**src/dmsc_pkg.sv**
```systemverilog
// Purpose: shared constants for the dual mode serial channel
// Assumes: 8-bit register port, 3-bit register address
// Notes: register offsets and bit positions are fixed here only
`default_nettype none
package dmsc_pkg;
  // =========================================================
  // register map
  localparam int ADDR_W = 3;
  localparam int DATA_W = 8;
  localparam logic [2:0] ADDR_DATA = 3'h0; // serial_data_buffer
  localparam logic [2:0] ADDR_CTRL = 3'h1; // serial_control_reg
  localparam logic [2:0] ADDR_MODE = 3'h2; // serial_mode_reg
  localparam logic [2:0] ADDR_BRCR = 3'h3; // divider_n, frac enable
  localparam logic [2:0] ADDR_BRADD = 3'h4; // divider_k
  localparam logic [2:0] ADDR_STAT = 3'h5; // busy and buffer state
  // =========================================================
  // field positions
  localparam int MB_TB8 = 7;
  localparam int MB_HS = 6;
  localparam int MB_RXE = 5;
  localparam int MB_WU = 4;
  localparam int CB_NINTH = 7;
  localparam int CB_PE = 5;
  localparam int CB_OERR = 4;
  localparam int CB_EDGE = 1;
  localparam int CB_DIR = 0;
  localparam int BB_FRAC = 6;
  localparam logic [7:0] CTRL_WMASK = 8'h23;
  localparam logic [7:0] REG_RST = 8'h00;
  // =========================================================
  // modes, clock sources, counts
  localparam logic [1:0] MODE_SYNC = 2'h0;
  localparam logic [1:0] MODE_7 = 2'h1;
  localparam logic [1:0] MODE_8 = 2'h2;
  localparam logic [1:0] MODE_9 = 2'h3;
  localparam logic [1:0] SRC_TIMER = 2'h0;
  localparam logic [1:0] SRC_BRG = 2'h1;
  localparam logic [1:0] SRC_IO = 2'h2;
  localparam logic [1:0] SRC_EXT = 2'h3;
  localparam logic [3:0] OVS_LAST = 4'hf;
  localparam logic [3:0] SAMP_FIRST = 4'h6; // 7th base clock
  localparam logic [3:0] SAMP_LAST = 4'h8; // 9th base clock
  localparam logic [3:0] TICK_RISE = 4'h8;
  localparam logic [3:0] TICK_FALL = 4'h0;
  localparam logic [3:0] SYNC_BITS = 4'h8;
  localparam logic [4:0] FRAC_BASE = 5'h10;

  typedef enum logic [1:0] {
    RX_IDLE = 2'b00, RX_START = 2'b01, RX_DATA = 2'b10, RX_STOP = 2'b11
  } dmsc_rx_t;
  typedef enum logic [1:0] {
    TX_IDLE = 2'b00, TX_START = 2'b01, TX_DATA = 2'b10, TX_STOP = 2'b11
  } dmsc_tx_t;

  // bits per async frame between start and stop
  function automatic logic [3:0] frame_bits(input logic [1:0] mode,
                                            input logic pe);
    frame_bits = (mode == MODE_9) ? 4'h9 :
                 (mode == MODE_8) ? (4'h8 + {3'h0, pe}) :
                 (4'h7 + {3'h0, pe});
  endfunction : frame_bits
endpackage : dmsc_pkg
`default_nettype wire

```
**src/dmsc_serial_channel.sv**
```systemverilog
// Purpose: dual mode serial channel, shift mode and async frames
// Assumes: prescaler tap, io and timer ticks are clk_sys pulses
// Notes: pins from outside pass two flip-flops before use
//
// How it works
// - integer divider divides prescaler tap by N, zero meaning sixteen
// - fractional option stretches 16-K of every 16 periods by one in async modes, not in shift mode
// - async mode may use the timer match pulse as base clock
// - shift mode never uses the timer match pulse
// - shift mode, own clock: rate output halved, driven on pin
// - shift mode, input clock: pin edges sample and shift directly, no base clock
// - async base clock picked from four sources by two bits
// - sixteen base clocks per bit, samples 7,8,9, majority wins
// - frame begins only if start bit majority is low
// - shift mode samples receive pin on selected clock edge
// - collected word moves to second buffer, receive interrupt
// - overrun drops new word, keeps buffer and ninth bit
// - ninth bit flag holds parity of 8-bit frames or data bit eight
// - in 9-bit mode, wakeup filter raises receive interrupt only for frames with ninth bit one
// - transmit counter gives one bit tick per sixteen base clocks
// - shift mode drives one transmit bit per clock period, on the non-sampling edge
// - async send starts on next rising edge of bit tick
// - clear-to-send high holds next frame, no interrupt until its stop bit starts
// - held frame starts on first falling edge of bit tick
// - data sent LSB first; buffer empties and interrupts as stop bit starts
`timescale 1ns/1ps
`default_nettype none
module dmsc_serial_channel
(
  input wire logic clk_sys,
  input wire logic arst_n,
  input wire logic [dmsc_pkg::ADDR_W-1:0] reg_addr,
  input wire logic [dmsc_pkg::DATA_W-1:0] reg_wdata,
  input wire logic reg_wr,
  input wire logic reg_rd,
  output logic [dmsc_pkg::DATA_W-1:0] reg_rdata,
  input wire logic presc_tick,
  input wire logic io_tick,
  input wire logic timer_match_tick,
  input wire logic rx_pin,
  input wire logic serial_clock_pin_i,
  output logic serial_clock_pin_o,
  output logic serial_clock_pin_oe,
  input wire logic clear_to_send_n,
  output logic tx_pin,
  output logic rx_irq,
  output logic tx_irq
);
  import dmsc_pkg::*;

  typedef struct packed {
    logic [7:0] mode; logic [7:0] ctrl; logic [7:0] brcr;
    logic [3:0] bradd; logic [7:0] rdata;
    logic [4:0] brg_cnt; logic [3:0] brg_ph; logic brg_tick;
    logic [7:0] tx_buf; logic tx_full; logic [7:0] rx_buf;
    logic rx_full; logic ninth; logic oerr;
    dmsc_rx_t rx_st; logic [3:0] rx_cnt; logic [1:0] rx_ones;
    logic [3:0] rx_bits; logic [8:0] rx_sr;
    dmsc_tx_t tx_st; logic [3:0] tx_cnt; logic tx_ph; logic tx_held;
    logic [8:0] tx_sr; logic [3:0] tx_bits; logic tx_pin;
    logic sy_act; logic sy_tx; logic [3:0] sy_bits; logic [7:0] sy_sr;
    logic sclk_o; logic sclk_oe;
    logic rx_irq; logic tx_irq;
    logic rx_s1; logic rx_s2; logic ck_s1; logic ck_s2; logic ck_s3;
    logic cts_s1; logic cts_s2;
  } dmsc_state_t;

  dmsc_state_t s_q;
  dmsc_state_t s_d;
  logic base_tick;
  logic xfer;
  logic [8:0] xword;

  // =========================================================
  // state update
  // next state, all behaviour
  always_comb
  begin
    logic [1:0] mode;
    logic [3:0] nbits;
    logic [4:0] term;
    logic async_m;
    logic ck_rise;
    logic ck_fall;
    logic samp;
    logic shft;
    logic rise;
    logic fall;
    logic adv;
    logic bitv;
    logic [1:0] ones;
    logic [8:0] sr_n;
    logic rd_buf;
    s_d = s_q;
    sr_n = 9'h000;
    mode = s_q.mode[3:2];
    async_m = (mode != MODE_SYNC);
    nbits = frame_bits(mode, s_q.ctrl[CB_PE]);
    xfer = 1'b0;
    xword = 9'h000;
    s_d.rx_irq = 1'b0;
    s_d.tx_irq = 1'b0;
    s_d.brg_tick = 1'b0;
    // two-stage synchronisers, third stage for edges
    s_d.rx_s1 = rx_pin;
    s_d.rx_s2 = s_q.rx_s1;
    s_d.ck_s1 = serial_clock_pin_i;
    s_d.ck_s2 = s_q.ck_s1;
    s_d.ck_s3 = s_q.ck_s2;
    s_d.cts_s1 = clear_to_send_n;
    s_d.cts_s2 = s_q.cts_s1;
    ck_rise = s_q.ck_s2 & ~s_q.ck_s3;
    ck_fall = ~s_q.ck_s2 & s_q.ck_s3;
    // rate generator
    term = (s_q.brcr[3:0] == 4'h0) ? 5'h0f : {1'b0, s_q.brcr[3:0] - 4'h1};
    if (s_q.brcr[BB_FRAC] && async_m &&
        ({1'b0, s_q.brg_ph} < (FRAC_BASE - {1'b0, s_q.bradd})))
      term = term + 5'h01;
    if (presc_tick)
    begin
      if (s_q.brg_cnt >= term)
      begin
        s_d.brg_cnt = 5'h00;
        s_d.brg_tick = 1'b1;
      end
      else
        s_d.brg_cnt = s_q.brg_cnt + 5'h01;
    end
    if (s_q.brg_tick)
      s_d.brg_ph = s_q.brg_ph + 4'h1;
    // async base clock selection, none in shift mode
    unique case (s_q.mode[1:0])
      SRC_TIMER: base_tick = timer_match_tick;
      SRC_BRG: base_tick = s_q.brg_tick;
      SRC_IO: base_tick = io_tick;
      SRC_EXT: base_tick = ck_rise;
    endcase
    base_tick = base_tick & async_m;
    // =======================================================
    // async receiver
    ones = s_q.rx_ones;
    if (s_q.rx_cnt >= SAMP_FIRST && s_q.rx_cnt <= SAMP_LAST && s_q.rx_s2)
      ones = ones + 2'h1;
    bitv = ones[1];
    if (base_tick)
    begin
      s_d.rx_cnt = s_q.rx_cnt + 4'h1;
      s_d.rx_ones = ones;
      if (s_q.rx_cnt == OVS_LAST)
        s_d.rx_ones = 2'h0;
      unique case (s_q.rx_st)
        RX_IDLE:
        begin
          s_d.rx_cnt = 4'h1;
          s_d.rx_ones = 2'h0;
          if (s_q.mode[MB_RXE] && !s_q.rx_s2)
            s_d.rx_st = RX_START;
        end
        RX_START:
        begin
          if (s_q.rx_cnt == SAMP_LAST && bitv)
            s_d.rx_st = RX_IDLE;
          if (s_q.rx_cnt == OVS_LAST)
          begin
            s_d.rx_st = RX_DATA;
            s_d.rx_bits = 4'h0;
          end
        end
        RX_DATA:
        begin
          if (s_q.rx_cnt == SAMP_LAST)
          begin
            sr_n = {bitv, s_q.rx_sr[8:1]};
            s_d.rx_sr = sr_n;
            s_d.rx_bits = s_q.rx_bits + 4'h1;
            if (s_q.rx_bits + 4'h1 == nbits)
            begin
              xfer = 1'b1;
              xword = sr_n >> (4'h9 - nbits);
              if (nbits != 4'h9)
                xword[8] = 1'b0;
            end
          end
          if (s_q.rx_cnt == OVS_LAST && s_q.rx_bits == nbits)
            s_d.rx_st = RX_STOP;
        end
        RX_STOP:
          if (s_q.rx_cnt == SAMP_LAST)
            s_d.rx_st = RX_IDLE;
      endcase
    end
    // =======================================================
    // async transmitter, bit tick from counter
    rise = 1'b0;
    fall = 1'b0;
    if (base_tick)
    begin
      s_d.tx_cnt = s_q.tx_cnt + 4'h1;
      rise = (s_d.tx_cnt == TICK_RISE);
      fall = (s_d.tx_cnt == TICK_FALL);
    end
    adv = s_q.tx_ph ? fall : rise;
    if (async_m)
    begin
      unique case (s_q.tx_st)
        TX_IDLE:
          if (s_q.tx_full)
          begin
            if (s_q.mode[MB_HS] && s_q.cts_s2)
              s_d.tx_held = 1'b1;
            else if (s_q.tx_held ? fall : rise)
            begin
              s_d.tx_st = TX_START;
              s_d.tx_ph = s_q.tx_held;
              s_d.tx_held = 1'b0;
              s_d.tx_pin = 1'b0;
              s_d.tx_sr = {s_q.mode[MB_TB8], s_q.tx_buf};
            end
          end
        TX_START, TX_DATA:
          if (adv)
          begin
            s_d.tx_st = TX_DATA;
            if (s_q.tx_st == TX_DATA && s_q.tx_bits == nbits)
            begin
              s_d.tx_st = TX_STOP;
              s_d.tx_pin = 1'b1;
              s_d.tx_full = 1'b0;
              s_d.tx_irq = 1'b1;
            end
            else
            begin
              s_d.tx_pin = s_q.tx_sr[0];
              s_d.tx_sr = {1'b1, s_q.tx_sr[8:1]};
              s_d.tx_bits = (s_q.tx_st == TX_START) ? 4'h1 :
                            s_q.tx_bits + 4'h1;
            end
          end
        TX_STOP:
          if (adv)
            s_d.tx_st = TX_IDLE;
      endcase
    end
    // =======================================================
    // shift mode transfers
    s_d.sclk_oe = ~async_m & ~s_q.ctrl[CB_DIR];
    rise = ck_rise;
    fall = ck_fall;
    if (!s_q.ctrl[CB_DIR])
    begin
      rise = 1'b0;
      fall = 1'b0;
      if (s_q.sy_act && s_q.brg_tick)
      begin
        s_d.sclk_o = ~s_q.sclk_o;
        rise = ~s_q.sclk_o;
        fall = s_q.sclk_o;
      end
    end
    samp = s_q.ctrl[CB_EDGE] ? fall : rise;
    shft = s_q.ctrl[CB_EDGE] ? rise : fall;
    if (!async_m)
    begin
      if (!s_q.sy_act)
      begin
        s_d.sclk_o = 1'b1;
        if (s_q.tx_full || s_q.mode[MB_RXE])
        begin
          s_d.sy_act = 1'b1;
          s_d.sy_tx = s_q.tx_full;
          s_d.sy_bits = 4'h0;
          s_d.tx_pin = ~s_q.tx_full | s_q.tx_buf[0];
          s_d.tx_sr = {2'b11, s_q.tx_buf[7:1] | {7{~s_q.tx_full}}};
        end
      end
      else if (samp)
      begin
        s_d.sy_sr = {s_q.rx_s2, s_q.sy_sr[7:1]};
        s_d.sy_bits = s_q.sy_bits + 4'h1;
        if (s_q.sy_bits + 4'h1 == SYNC_BITS)
        begin
          s_d.sy_act = 1'b0;
          xfer = s_q.mode[MB_RXE];
          xword = {1'b0, s_q.rx_s2, s_q.sy_sr[7:1]};
          if (s_q.sy_tx)
          begin
            s_d.tx_full = 1'b0;
            s_d.tx_irq = 1'b1;
          end
        end
      end
      else if (shft && s_q.sy_bits != 4'h0)
      begin
        s_d.tx_pin = s_q.tx_sr[0];
        s_d.tx_sr = {1'b1, s_q.tx_sr[8:1]};
      end
    end
    // =======================================================
    // register port and receive buffer
    rd_buf = reg_rd && reg_addr == ADDR_DATA;
    if (rd_buf)
      s_d.rx_full = 1'b0;
    if (reg_rd && reg_addr == ADDR_CTRL)
      s_d.oerr = 1'b0;
    if (xfer)
    begin
      if (s_q.rx_full && !rd_buf)
        s_d.oerr = 1'b1;
      else
      begin
        s_d.rx_buf = xword[7:0];
        s_d.ninth = xword[8];
        s_d.rx_full = 1'b1;
        s_d.rx_irq = !(mode == MODE_9 && s_q.mode[MB_WU] && !xword[8]);
      end
    end
    if (reg_wr)
    begin
      unique case (reg_addr)
        ADDR_DATA:
        begin
          s_d.tx_buf = reg_wdata;
          s_d.tx_full = 1'b1;
        end
        ADDR_CTRL: s_d.ctrl = reg_wdata & CTRL_WMASK;
        ADDR_MODE: s_d.mode = reg_wdata;
        ADDR_BRCR: s_d.brcr = reg_wdata;
        ADDR_BRADD: s_d.bradd = reg_wdata[3:0];
        default: ;
      endcase
    end
    s_d.rdata = 8'h00;
    if (reg_rd)
    begin
      unique case (reg_addr)
        ADDR_DATA: s_d.rdata = s_q.rx_buf;
        ADDR_CTRL: s_d.rdata = {s_q.ninth, 1'b0, s_q.ctrl[CB_PE], s_q.oerr,
                                2'b00, s_q.ctrl[CB_EDGE], s_q.ctrl[CB_DIR]};
        ADDR_MODE: s_d.rdata = s_q.mode;
        ADDR_BRCR: s_d.rdata = s_q.brcr;
        ADDR_BRADD: s_d.rdata = {4'h0, s_q.bradd};
        ADDR_STAT: s_d.rdata = {5'h00, s_q.rx_full, s_q.tx_full,
                                (s_q.tx_st != TX_IDLE) | s_q.sy_act};
        default: s_d.rdata = 8'h00;
      endcase
    end
  end

  // state register, idle line levels high
  always_ff @(posedge clk_sys or negedge arst_n)
  begin
    if (!arst_n)
    begin
      s_q <= '0;
      s_q.mode <= REG_RST;
      s_q.ctrl <= REG_RST;
      s_q.tx_pin <= 1'b1;
      s_q.sclk_o <= 1'b1;
      s_q.rx_s1 <= 1'b1;
      s_q.rx_s2 <= 1'b1;
    end
    else
      s_q <= s_d;
  end

  // outputs straight from state flops
  assign reg_rdata = s_q.rdata;
  assign serial_clock_pin_o = s_q.sclk_o;
  assign serial_clock_pin_oe = s_q.sclk_oe;
  assign tx_pin = s_q.tx_pin;
  assign rx_irq = s_q.rx_irq;
  assign tx_irq = s_q.tx_irq;
endmodule : dmsc_serial_channel
`default_nettype wire

```
**config.mk**
```make
export PLATFORM = sky130hd
export DESIGN_NAME = dmsc_serial_channel
export DESIGN_NICKNAME = d
export VERILOG_FILES = /design/src/dmsc_pkg.sv /design/src/dmsc_serial_channel.sv
export SDC_FILE = /design/constraint.sdc
export NUM_CORES = 1
export LEC_CHECK = 0
export BUFFER_PORTS_ARGS = -buffer_cell sky130_fd_sc_hd__buf_2
export CORE_MARGIN = 5
export CORE_UTILIZATION = 47
export DETAILED_ROUTE_END_ITERATION = 12
export PLACE_DENSITY_LB_ADDON = 0.08
export SYNTH_ARGS = -nofsm -noshare
export SYNTH_HDL_FRONTEND = slang
export SYNTH_SLANG_ARGS = --single-unit
```
**constraint.sdc**
```tcl
create_clock -name clk_sys -period 7.12 [get_ports clk_sys]
set_clock_uncertainty 0.15 [all_clocks]
set_input_delay 1.424 -clock clk_sys [delete_from_list [all_inputs] [get_ports clk_sys]]
set_output_delay 1.424 -clock clk_sys [all_outputs]
set_load 0.03 [all_outputs]
```
Word-level counts from Yosys, hierarchy flattened
Cells that the tools add are included.

Add/sub/neg operators: 14. $lt $le $gt $ge: 4. Equal/unequal tests: 36. Shifts and indexed selects: 1. Bitwise gates (word level): 17. Muxes and demuxes: 117. Reductions and logical operators: 52.

Operators with widths (count): 9-bit 2-to-1 mux (15); 1-bit 2-to-1 mux (60); 8-bit case mux with 6 select lines (1); 14-bit 2-to-1 mux (2); 2-bit 2-to-1 mux (14); 4-bit 2-to-1 mux (7); 13-bit 2-to-1 mux (2); 4-bit by 1-bit adder with 4-bit output (second input constant) (6); 2-bit != test (second input constant) (10); 9-bit case mux with 2 select lines (1); 2-bit equality test (second input constant) (8); 4-bit equality test (second input constant) (4); 1-bit logical AND (16); 16-bit 2-to-1 mux (1); 8-bit 2-to-1 mux (2); 2-bit AND reduction (7); 4-bit equality test (3); 12-bit 2-to-1 mux (1); 3-bit AND reduction (4); 4-bit AND reduction (3); 10-bit 2-to-1 mux (1); 5-bit 2-to-1 mux (2); 1-bit inverter (10); 5-bit AND reduction (2); 41 further kinds (59).

Word-level logic and storage cells: 283. Register bits: 129. Output and inout bits: 13.

Longest topological paths before layout
Gate-level depths: netlist of the first run.

Word-level depth: 19. Mapped depth: 16. Gate-level depth less buffers: 16.

Least setup slack after synthesis of the first run
OpenSTA, ideal clock, no wires.

Kind: flip-flop to flip-flop. Start point: reg s_q[106] in the netlist's numbering. End point: reg s_q[97] in the netlist's numbering. Buffers on the path: 0. Setup slack: 3.627 ns. Data arrival time: 3.248 ns. Cell stages (with the launch flop): 15. Required time: 6.875 ns. Path through: dfrtp_1 -> inv_1 -> ha_1 -> inv_1 -> ha_1 -> a21o_1 -> a21o_1 -> a211o_1 -> and2_1 -> or4b_1 -> ha_1 -> a21oi_1 -> a21boi_0 -> nand2_1 -> o31ai_1.

Word-level cells in the longest chain between the ends: 6.

RTL lines: start: declaration (RTL line dmsc_serial_channel.sv:68) `dmsc_state_t s_q;`; 5-bit by 4-bit subtractor with 5-bit output (RTL line dmsc_serial_channel.sv:117) `({1'b0, s_q.brg_ph} < (FRAC_BASE - {1'b0, s_q.bradd})))`; 4-bit by 5-bit less-than comparator with 1-bit output (RTL line dmsc_serial_channel.sv:117); 1-bit logical AND (RTL line dmsc_serial_channel.sv:116) `if (s_q.brcr[BB_FRAC] && async_m &&`; 5-bit 2-to-1 mux (RTL line dmsc_serial_channel.sv:116); 5-bit >= comparator (RTL line dmsc_serial_channel.sv:121) `if (s_q.brg_cnt >= term)`; 5-bit 2-to-1 mux (RTL line dmsc_serial_channel.sv:121).

Every way passes these cells. A chain may end at the register's enable or synchronous reset.

Worst setup path after layout of the first run
Start point: reg s_q[129] in the netlist's numbering. End point: reg s_q[97] in the netlist's numbering.

Word-level cells in the longest chain between the ends: 6.

RTL lines: 2-bit nonzero test (RTL line dmsc_serial_channel.sv:97) `async_m = (mode != MODE_SYNC);`; 1-bit logical AND (2 in a row) (RTL line dmsc_serial_channel.sv:116); 5-bit 2-to-1 mux (RTL line dmsc_serial_channel.sv:116); 5-bit >= comparator (RTL line dmsc_serial_channel.sv:121); 5-bit 2-to-1 mux (RTL line dmsc_serial_channel.sv:121).

Every way passes these cells.

==> impl_metrics.yaml, run 1 <==
routing:
  via_per_inst: 5.860
  drc: 0
  ant_nets: 0
  num_vias: 5801
  avgRoutedWirePerCell_um: 18.77
  drt_first_pass_iters: 5
  wl_um: 18580
  drtIter0Drc: 494
critical_path:
  cp-endpoint: "s_q[97]$_DFFE_PN0P_"
  worstPathRequired_ns: 7.30
  path_common_cell: "nand2_1"
  r2r_slack_ns: 3.27
  worstRegToRegCells: 10
  crit-reg2reg-launch: "s_q[129]$_DFFE_PN0P_"
  critical-path-top-delay-family: "simple AND/OR/NAND/NOR gates"
  crit_fanout: 27
  path_cells: "or2_2 -> nand2_1 -> a211o_1 -> and2_1 -> or4b_1 -> ha_1 -> a21oi_1 -> a21boi_0 -> nand2_1 -> o31ai_1"
  cp_slowest_stage_delay_ns: 0.88
  startpoint: "s_q[129]$_DFFE_PN0P_"
  crit_arrival_ns: 4.03
  cp_num_cells: 10
  path_class: "reg2reg"
  worst_setup_path_start_kind: "flop"
  slowest_stage: "dfrtp_1"
  crit_buf_inv: 0
  endpoint_kind: "flop"
  r2r_end: "s_q[97]$_DFFE_PN0P_"
yosys:
  syn_avg_cell_area_um2: 9.802
  synth-edff-count: 0
  synthCells: 752
  synth_area_um2: 7371
  synth-simple-area-share: 0.1750
  synth_top_area_share: 0.4176
  synth_xor_xnor_area_share: 0.02139
  ys_ff_latch: 127
  synth.area.mux_share: 0.1058
  synth_fp_nets: 800
  synth_compound_area_frac: 0.1787
  synth_flop_cell: "dfrtp_1"
  synthArstFlopShare: 1.000
  synth_top_area_cell: "dfrtp_1"
  synth_area_leaders: "dfrtp_1 (42%), mux2_2 (6.3%), ha_1 (4.6%), o21ai_0 (4.3%), nand2_1 (4.1%)"
  synth.distinct_cells: 73
  synth_seq_area_share: 0.4318
  synth_top_family_by_area: "compound AO/OA/AOI/OAI gates"
  yosys_warnings: 0
  synth_fa_ha_area_frac: 0.04583
timing:
  slew_headroom: 0.3779
  final.period_utilization: 0.5409
  fmax_ghz: 0.2596
  finalCriticalPeriod_ns: 3.851
  hold_ws_ns: 0.1976
  worst_slew_pin_slew_ns: 0.9297
  hold_viol: 0
  rsz0062_at_grt: "false"
  finalMaxSlewViolations: 0
  setup_tns_ns: 0
  setup_viol: 0
global_route:
  grt_max_degree: 68
  grt_pass1_vias: 5718
  grt-ovfl-total: 0
  antenna_found_initial: 0
  grt_usage: 0.2145
  grt_pass1_wl_um: 30570
floorplan:
  core_um2: 15310
  io_pins: 34
  start_util: 0.4813
  dieArea_um2: 18290
  die_x_um: 135.2
  std_cell_rows: 45
  die_y_um: 135.2
clock_tree:
  ctsResizeCount: 0
  clk_pin_slew_ns: 0.06
  htreeDepth: 4
  cts.sinks: 127
  ctsRootBufferMaster: "clkbuf_16"
  cts_hold_buf: 0
  cts_tree: "done"
  clock_path_buffers: 2
  cts_setup_buffers: 0
  worstSkewPairLatency_ns: 0.43
  cts_buffers: 17
finish:
  syn_to_final_growth_pct: 11.63
  fillers: 1385
  diodes: 0
  fin_util: 0.5373
  stdcell_count: 990
  nNetsFinal: 815
  drive_gt1_frac: 0.1772
worst_hold_path:
  worstHoldPathType: "reg2reg"
run:
  cap_violations: 0
placed_design:
  globalplace.congestion: 0.8719
  io_buffers: 33
  place_hpwl_um: 13150
  numPlacedInstances: 959
power_and_ir_drop:
  powerDensity_nw_per_um2: 349.9
  leakage_nw: 3.657
  vdd_drop_max_v: 0.0002058
outcome:
  status: "completed"
cells in the mapped netlist, types with 5 or more instances:
| cell type | instances |
|---|---|
| o211ai_1 | 8 |
| nor2_1 | 48 |
| o2111ai_1 | 5 |
| and3_1 | 9 |
| a22oi_1 | 10 |
| inv_1 | 29 |
| mux2i_1 | 16 |
| o21ai_0 | 63 |
| buf_2 | 7 |
| nor3_1 | 7 |
| mux2_2 | 41 |
| dfrtp_1 | 123 |
| a31oi_1 | 9 |
| xnor2_1 | 13 |
| nand2_1 | 81 |
| ha_1 | 27 |
| xor2_1 | 5 |
| and2_1 | 13 |
| a21o_1 | 7 |
| nand2b_1 | 20 |
| nand3_1 | 20 |
| buf_4 | 9 |
| clkbuf_1 | 19 |
| nor2b_1 | 11 |
| or3_1 | 11 |
| a21oi_1 | 32 |
| mux4_2 | 7 |
| a211oi_1 | 5 |
| a211o_1 | 7 |
| nand4_1 | 5 |
| a21boi_0 | 5 |
| o31ai_1 | 8 |
cells by family (layout without fill, tap and decap cells):
| kind of cell | count (synthesis) | in the layout |
|---|---|---|
| multiplexers | 64 | 64 |
| AO/OA/AOI/OAI | 197 | 197 |
| buffers and inverters | 68 | 95 |
| XOR/XNOR | 18 | 18 |
| adder cells (fa/ha/maj) | 27 | 27 |
| flip-flops | 127 | 127 |
| AND/OR/NAND/NOR | 251 | 251 |
how the worst min path moves through the flow:
stage / from / to / slack (ns) / depth (start not counted)
4_1_cts: s_d[0]$_DFF_PN0_ / s_q[0]$_DFF_PN0_ / 0.20 / 0
3_5_place_dp: s_d[0]$_DFF_PN0_ / s_q[0]$_DFF_PN0_ / 0.19 / 0
3_3_place_gp: s_d[0]$_DFF_PN0_ / s_q[0]$_DFF_PN0_ / 0.18 / 0
2_1_floorplan: s_d[3]$_DFF_PN0_ / s_d[2]$_DFF_PN0_ / 0.18 / 0
5_1_grt: s_d[0]$_DFF_PN0_ / s_q[0]$_DFF_PN0_ / 0.21 / 0
6_report: s_d[0]$_DFF_PN0_ / s_q[0]$_DFF_PN0_ / 0.20 / 0
sequential cells by signal (all words and copies together) (netlist names), named ones only:
name and flops:
tx_pin 1, reg_rdata 8, serial_clock_pin_oe 1, rx_irq 1, tx_irq 1, serial_clock_pin_o 1
s_d 4, s_q 109
area by class of cell:
cell class | instances | area (µm²) | share of cell area
inverter | 29 | 108.9 | 0.01323
clock inverter | 10 | 136.4 | 0.01658
sequential | 127 | 3183 | 0.3869
tap | 211 | 264.0 | 0.03209
clock buffer | 21 | 470.5 | 0.05718
multi-input combinational | 557 | 3882 | 0.4719
timing repair buffer | 35 | 182.7 | 0.02220
layout by cell type (no fill, tap or decap), types with 13 or more instances in the layout:
master / netlist / final
nand2b_1: 20 / 20
and2_1: 13 / 13
nand2_1: 81 / 81
ha_1: 27 / 27
nand3_1: 20 / 20
inv_1: 29 / 29
xnor2_1: 13 / 13
mux2_2: 41 / 41
nor2_1: 48 / 48
buf_2: 7 / 32
mux2i_1: 16 / 16
o21ai_0: 63 / 63
dfrtp_1: 123 / 123
a21oi_1: 32 / 32
clkbuf_16: 0 / 17
metrics by stage:
step                instance area (µm²)  worst slack (ns)  power (mW)
finish                             8228             3.269       2.879
detailed placement                 7621             3.276       1.978
global route                       8228             3.067       3.059
global placement                   7621             3.441       1.940
floorplan                          7371             3.627       1.738
CTS                                8228             3.281       2.891
power breakdown:
group	internal, mW	switching [mW]
Clock	0.574	0.326
Sequential	0.895	0.208
Combinational	0.408	0.469
routing by layer:
layer,vias to the layer above,global-route usage,part of all wire
li1,2750,-,-
met1,2900,0.2903,0.47
met2,122,0.3415,0.48
met3,29,0.04978,0.041
met4,0,0.07055,0.017
met5,-,0,0
(Power assumes the default switching activity.)
==> run 2, diff against run 1 <==
==> constraint.sdc (replaced) <==
create_clock -name clk_sys -period 3.85 [get_ports clk_sys]
set_clock_uncertainty 0.15 [all_clocks]
set_input_delay 0.77 -clock clk_sys [delete_from_list [all_inputs] [get_ports clk_sys]]
set_output_delay 0.77 -clock clk_sys [all_outputs]
set_load 0.03 [all_outputs]
==> impl_metrics.yaml, run 2 (synthesis results as in run 1) <==
clock_tree:
  worstSkewPairLatency_ns: 0.42
  htreeDepth: 4
  clock_path_buffers: 2
  clk_pin_slew_ns: 0.06
  cts_tree: "done"
  cts.sinks: 127
  ctsRootBufferMaster: "clkbuf_16"
  cts_buffers: 17
timing:
  finalCriticalPeriod_ns: 3.588
  hold_viol: 0
  worst_slew_pin_slew_ns: 0.9133
  finalMaxSlewViolations: 0
  fmax_ghz: 0.2787
  slew_headroom: 0.3889
  rsz0062_at_grt: "false"
  final.period_utilization: 0.9318
  setup_viol: 0
  hold_ws_ns: 0.1970
  setup_tns_ns: 0
global_route:
  grt_max_degree: 61
  grt_pass1_wl_um: 30300
  antenna_found_initial: 0
  grt_pass1_vias: 5665
  grt_usage: 0.2093
  grt-ovfl-total: 0
routing:
  drc: 0
  drt_first_pass_iters: 5
  avgRoutedWirePerCell_um: 18.49
  drtIter0Drc: 390
  ant_nets: 0
  wl_um: 18450
  via_per_inst: 5.834
  num_vias: 5822
finish:
  drive_gt1_frac: 0.1855
  final_common_cell: "dfrtp_1"
  syn_to_final_growth_pct: 13.38
  nNetsFinal: 822
  fin_util: 0.5457
  final_cell_mix: "dfrtp_1 (123), nand2_1 (81), o21ai_0 (63)"
  fillers: 1378
  diodes: 0
  regMostFlops: "s_q"
  largest_reg_flops: 109
critical_path:
  slowest_stage: "or4b_1"
  crit_arrival_ns: 3.76
  path_cells: "inv_1 -> ha_1 -> inv_1 -> ha_1 -> a21o_1 -> a21o_1 -> a211o_1 -> and2_1 -> or4b_1 -> ha_1 -> a21oi_1 -> a21boi_2 -> nand2_1 -> o31ai_1"
  path_class: "reg2reg"
  worstPathRequired_ns: 4.02
  crit_buf_inv: 2
  endpoint_kind: "flop"
  worst_setup_path_start_kind: "flop"
  cp_slowest_stage_delay_ns: 0.48
  crit_fanout: 4
  critical-path-top-delay-family: "compound AO/OA/AOI/OAI gates"
  path_common_cell: "ha_1"
floorplan:
  die_y_um: 135.2
  io_pins: 34
  dieArea_um2: 18290
  core_um2: 15310
  std_cell_rows: 45
  start_util: 0.4813
  die_x_um: 135.2
power_and_ir_drop:
  leakage_nw: 3.724
  total_power_mw: 5.519
  powerDensity_nw_per_um2: 660.4
  vdd_drop_max_v: 0.0003845
worst_hold_path:
  worstHoldPathType: "reg2reg"
placed_design:
  globalplace.congestion: 0.8815
  place_hpwl_um: 13200
  io_buffers: 33
outcome:
  status: "completed"
run:
  cap_violations: 0
## run 2: worst reg2reg max path: stages (launching register included)
cell      delay, ns
dfrtp_1        0.36
inv_1          0.07
ha_1           0.27
inv_1          0.04
ha_1           0.26
a21o_1         0.15
a21o_1         0.17
a211o_1        0.34
and2_1         0.18
or4b_1         0.48
ha_1           0.30
a21oi_1        0.17
a21boi_2       0.20
nand2_1        0.11
o31ai_1        0.23
## run 2: timing repair
item	CTS	global route
setup endpoints to repair	0	3
gates resized for setup	0	2
hold buffers	0	0
setup buffers	0	2
## run 2: path summary, 6_finish.rpt
check,from,endpoint,slack (ns),cells after the start
hold / removal,s_d[3]$_DFF_PN0_,s_d[2]$_DFF_PN0_,0.20,0
max in group asynchronous,arst_n,s_d[5]$_DFF_PN1_,2.31,2
setup reg to reg,s_q[107]$_DFFE_PN0P_,s_q[97]$_DFFE_PN0P_,0.26,14
min in group asynchronous,arst_n,s_q[93]$_DFFE_PN0P_,0.27,1
setup / recovery,s_q[107]$_DFFE_PN0P_,s_q[97]$_DFFE_PN0P_,0.26,14
hold reg to reg,s_d[3]$_DFF_PN0_,s_d[2]$_DFF_PN0_,0.20,0
## run 2: metal layers
| layer | part of all wire | vias up | GRT usage |
|---|---|---|---|
| met1 | 0.47 | 2902 | 0.2890 |
| met4 | 0.011 | 0 | 0.05039 |
| li1 | - | 2762 | - |
| met2 | 0.48 | 137 | 0.3413 |
| met5 | 0 | - | 0 |
| met3 | 0.041 | 21 | 0.04086 |
## run 2: final cells by class
cell class,count,area [µm²],share of cell area
Multi-Input combinational cell,557,3886,0.4650
Inverter,29,108.9,0.01303
Timing Repair Buffer,42,247.7,0.02965
Clock inverter,9,178.9,0.02141
Sequential cell,127,3183,0.3809
Tap cell,211,264.0,0.03159
Clock buffer,23,488.0,0.05839
## run 2: where the power goes
group	internal [mW]	switching (mW)	leakage, nW	total [mW]
registers	1.66	0.349	1.58	2.00
logic	0.787	0.916	1.83	1.70
clock network	1.22	0.594	0.320	1.81
## run 2: stage by stage
stage | cell area (µm²) | setup WS, ns | cells
CTS | 8338 | 0.01146 | 996
global route | 8357 | 0.03194 | 998
global placement | 7671 | 0.1623 | 964
floorplan | 7371 | 0.3570 | 752
detailed placement | 7671 | 0.01707 | 964
finish | 8357 | 0.2624 | 998
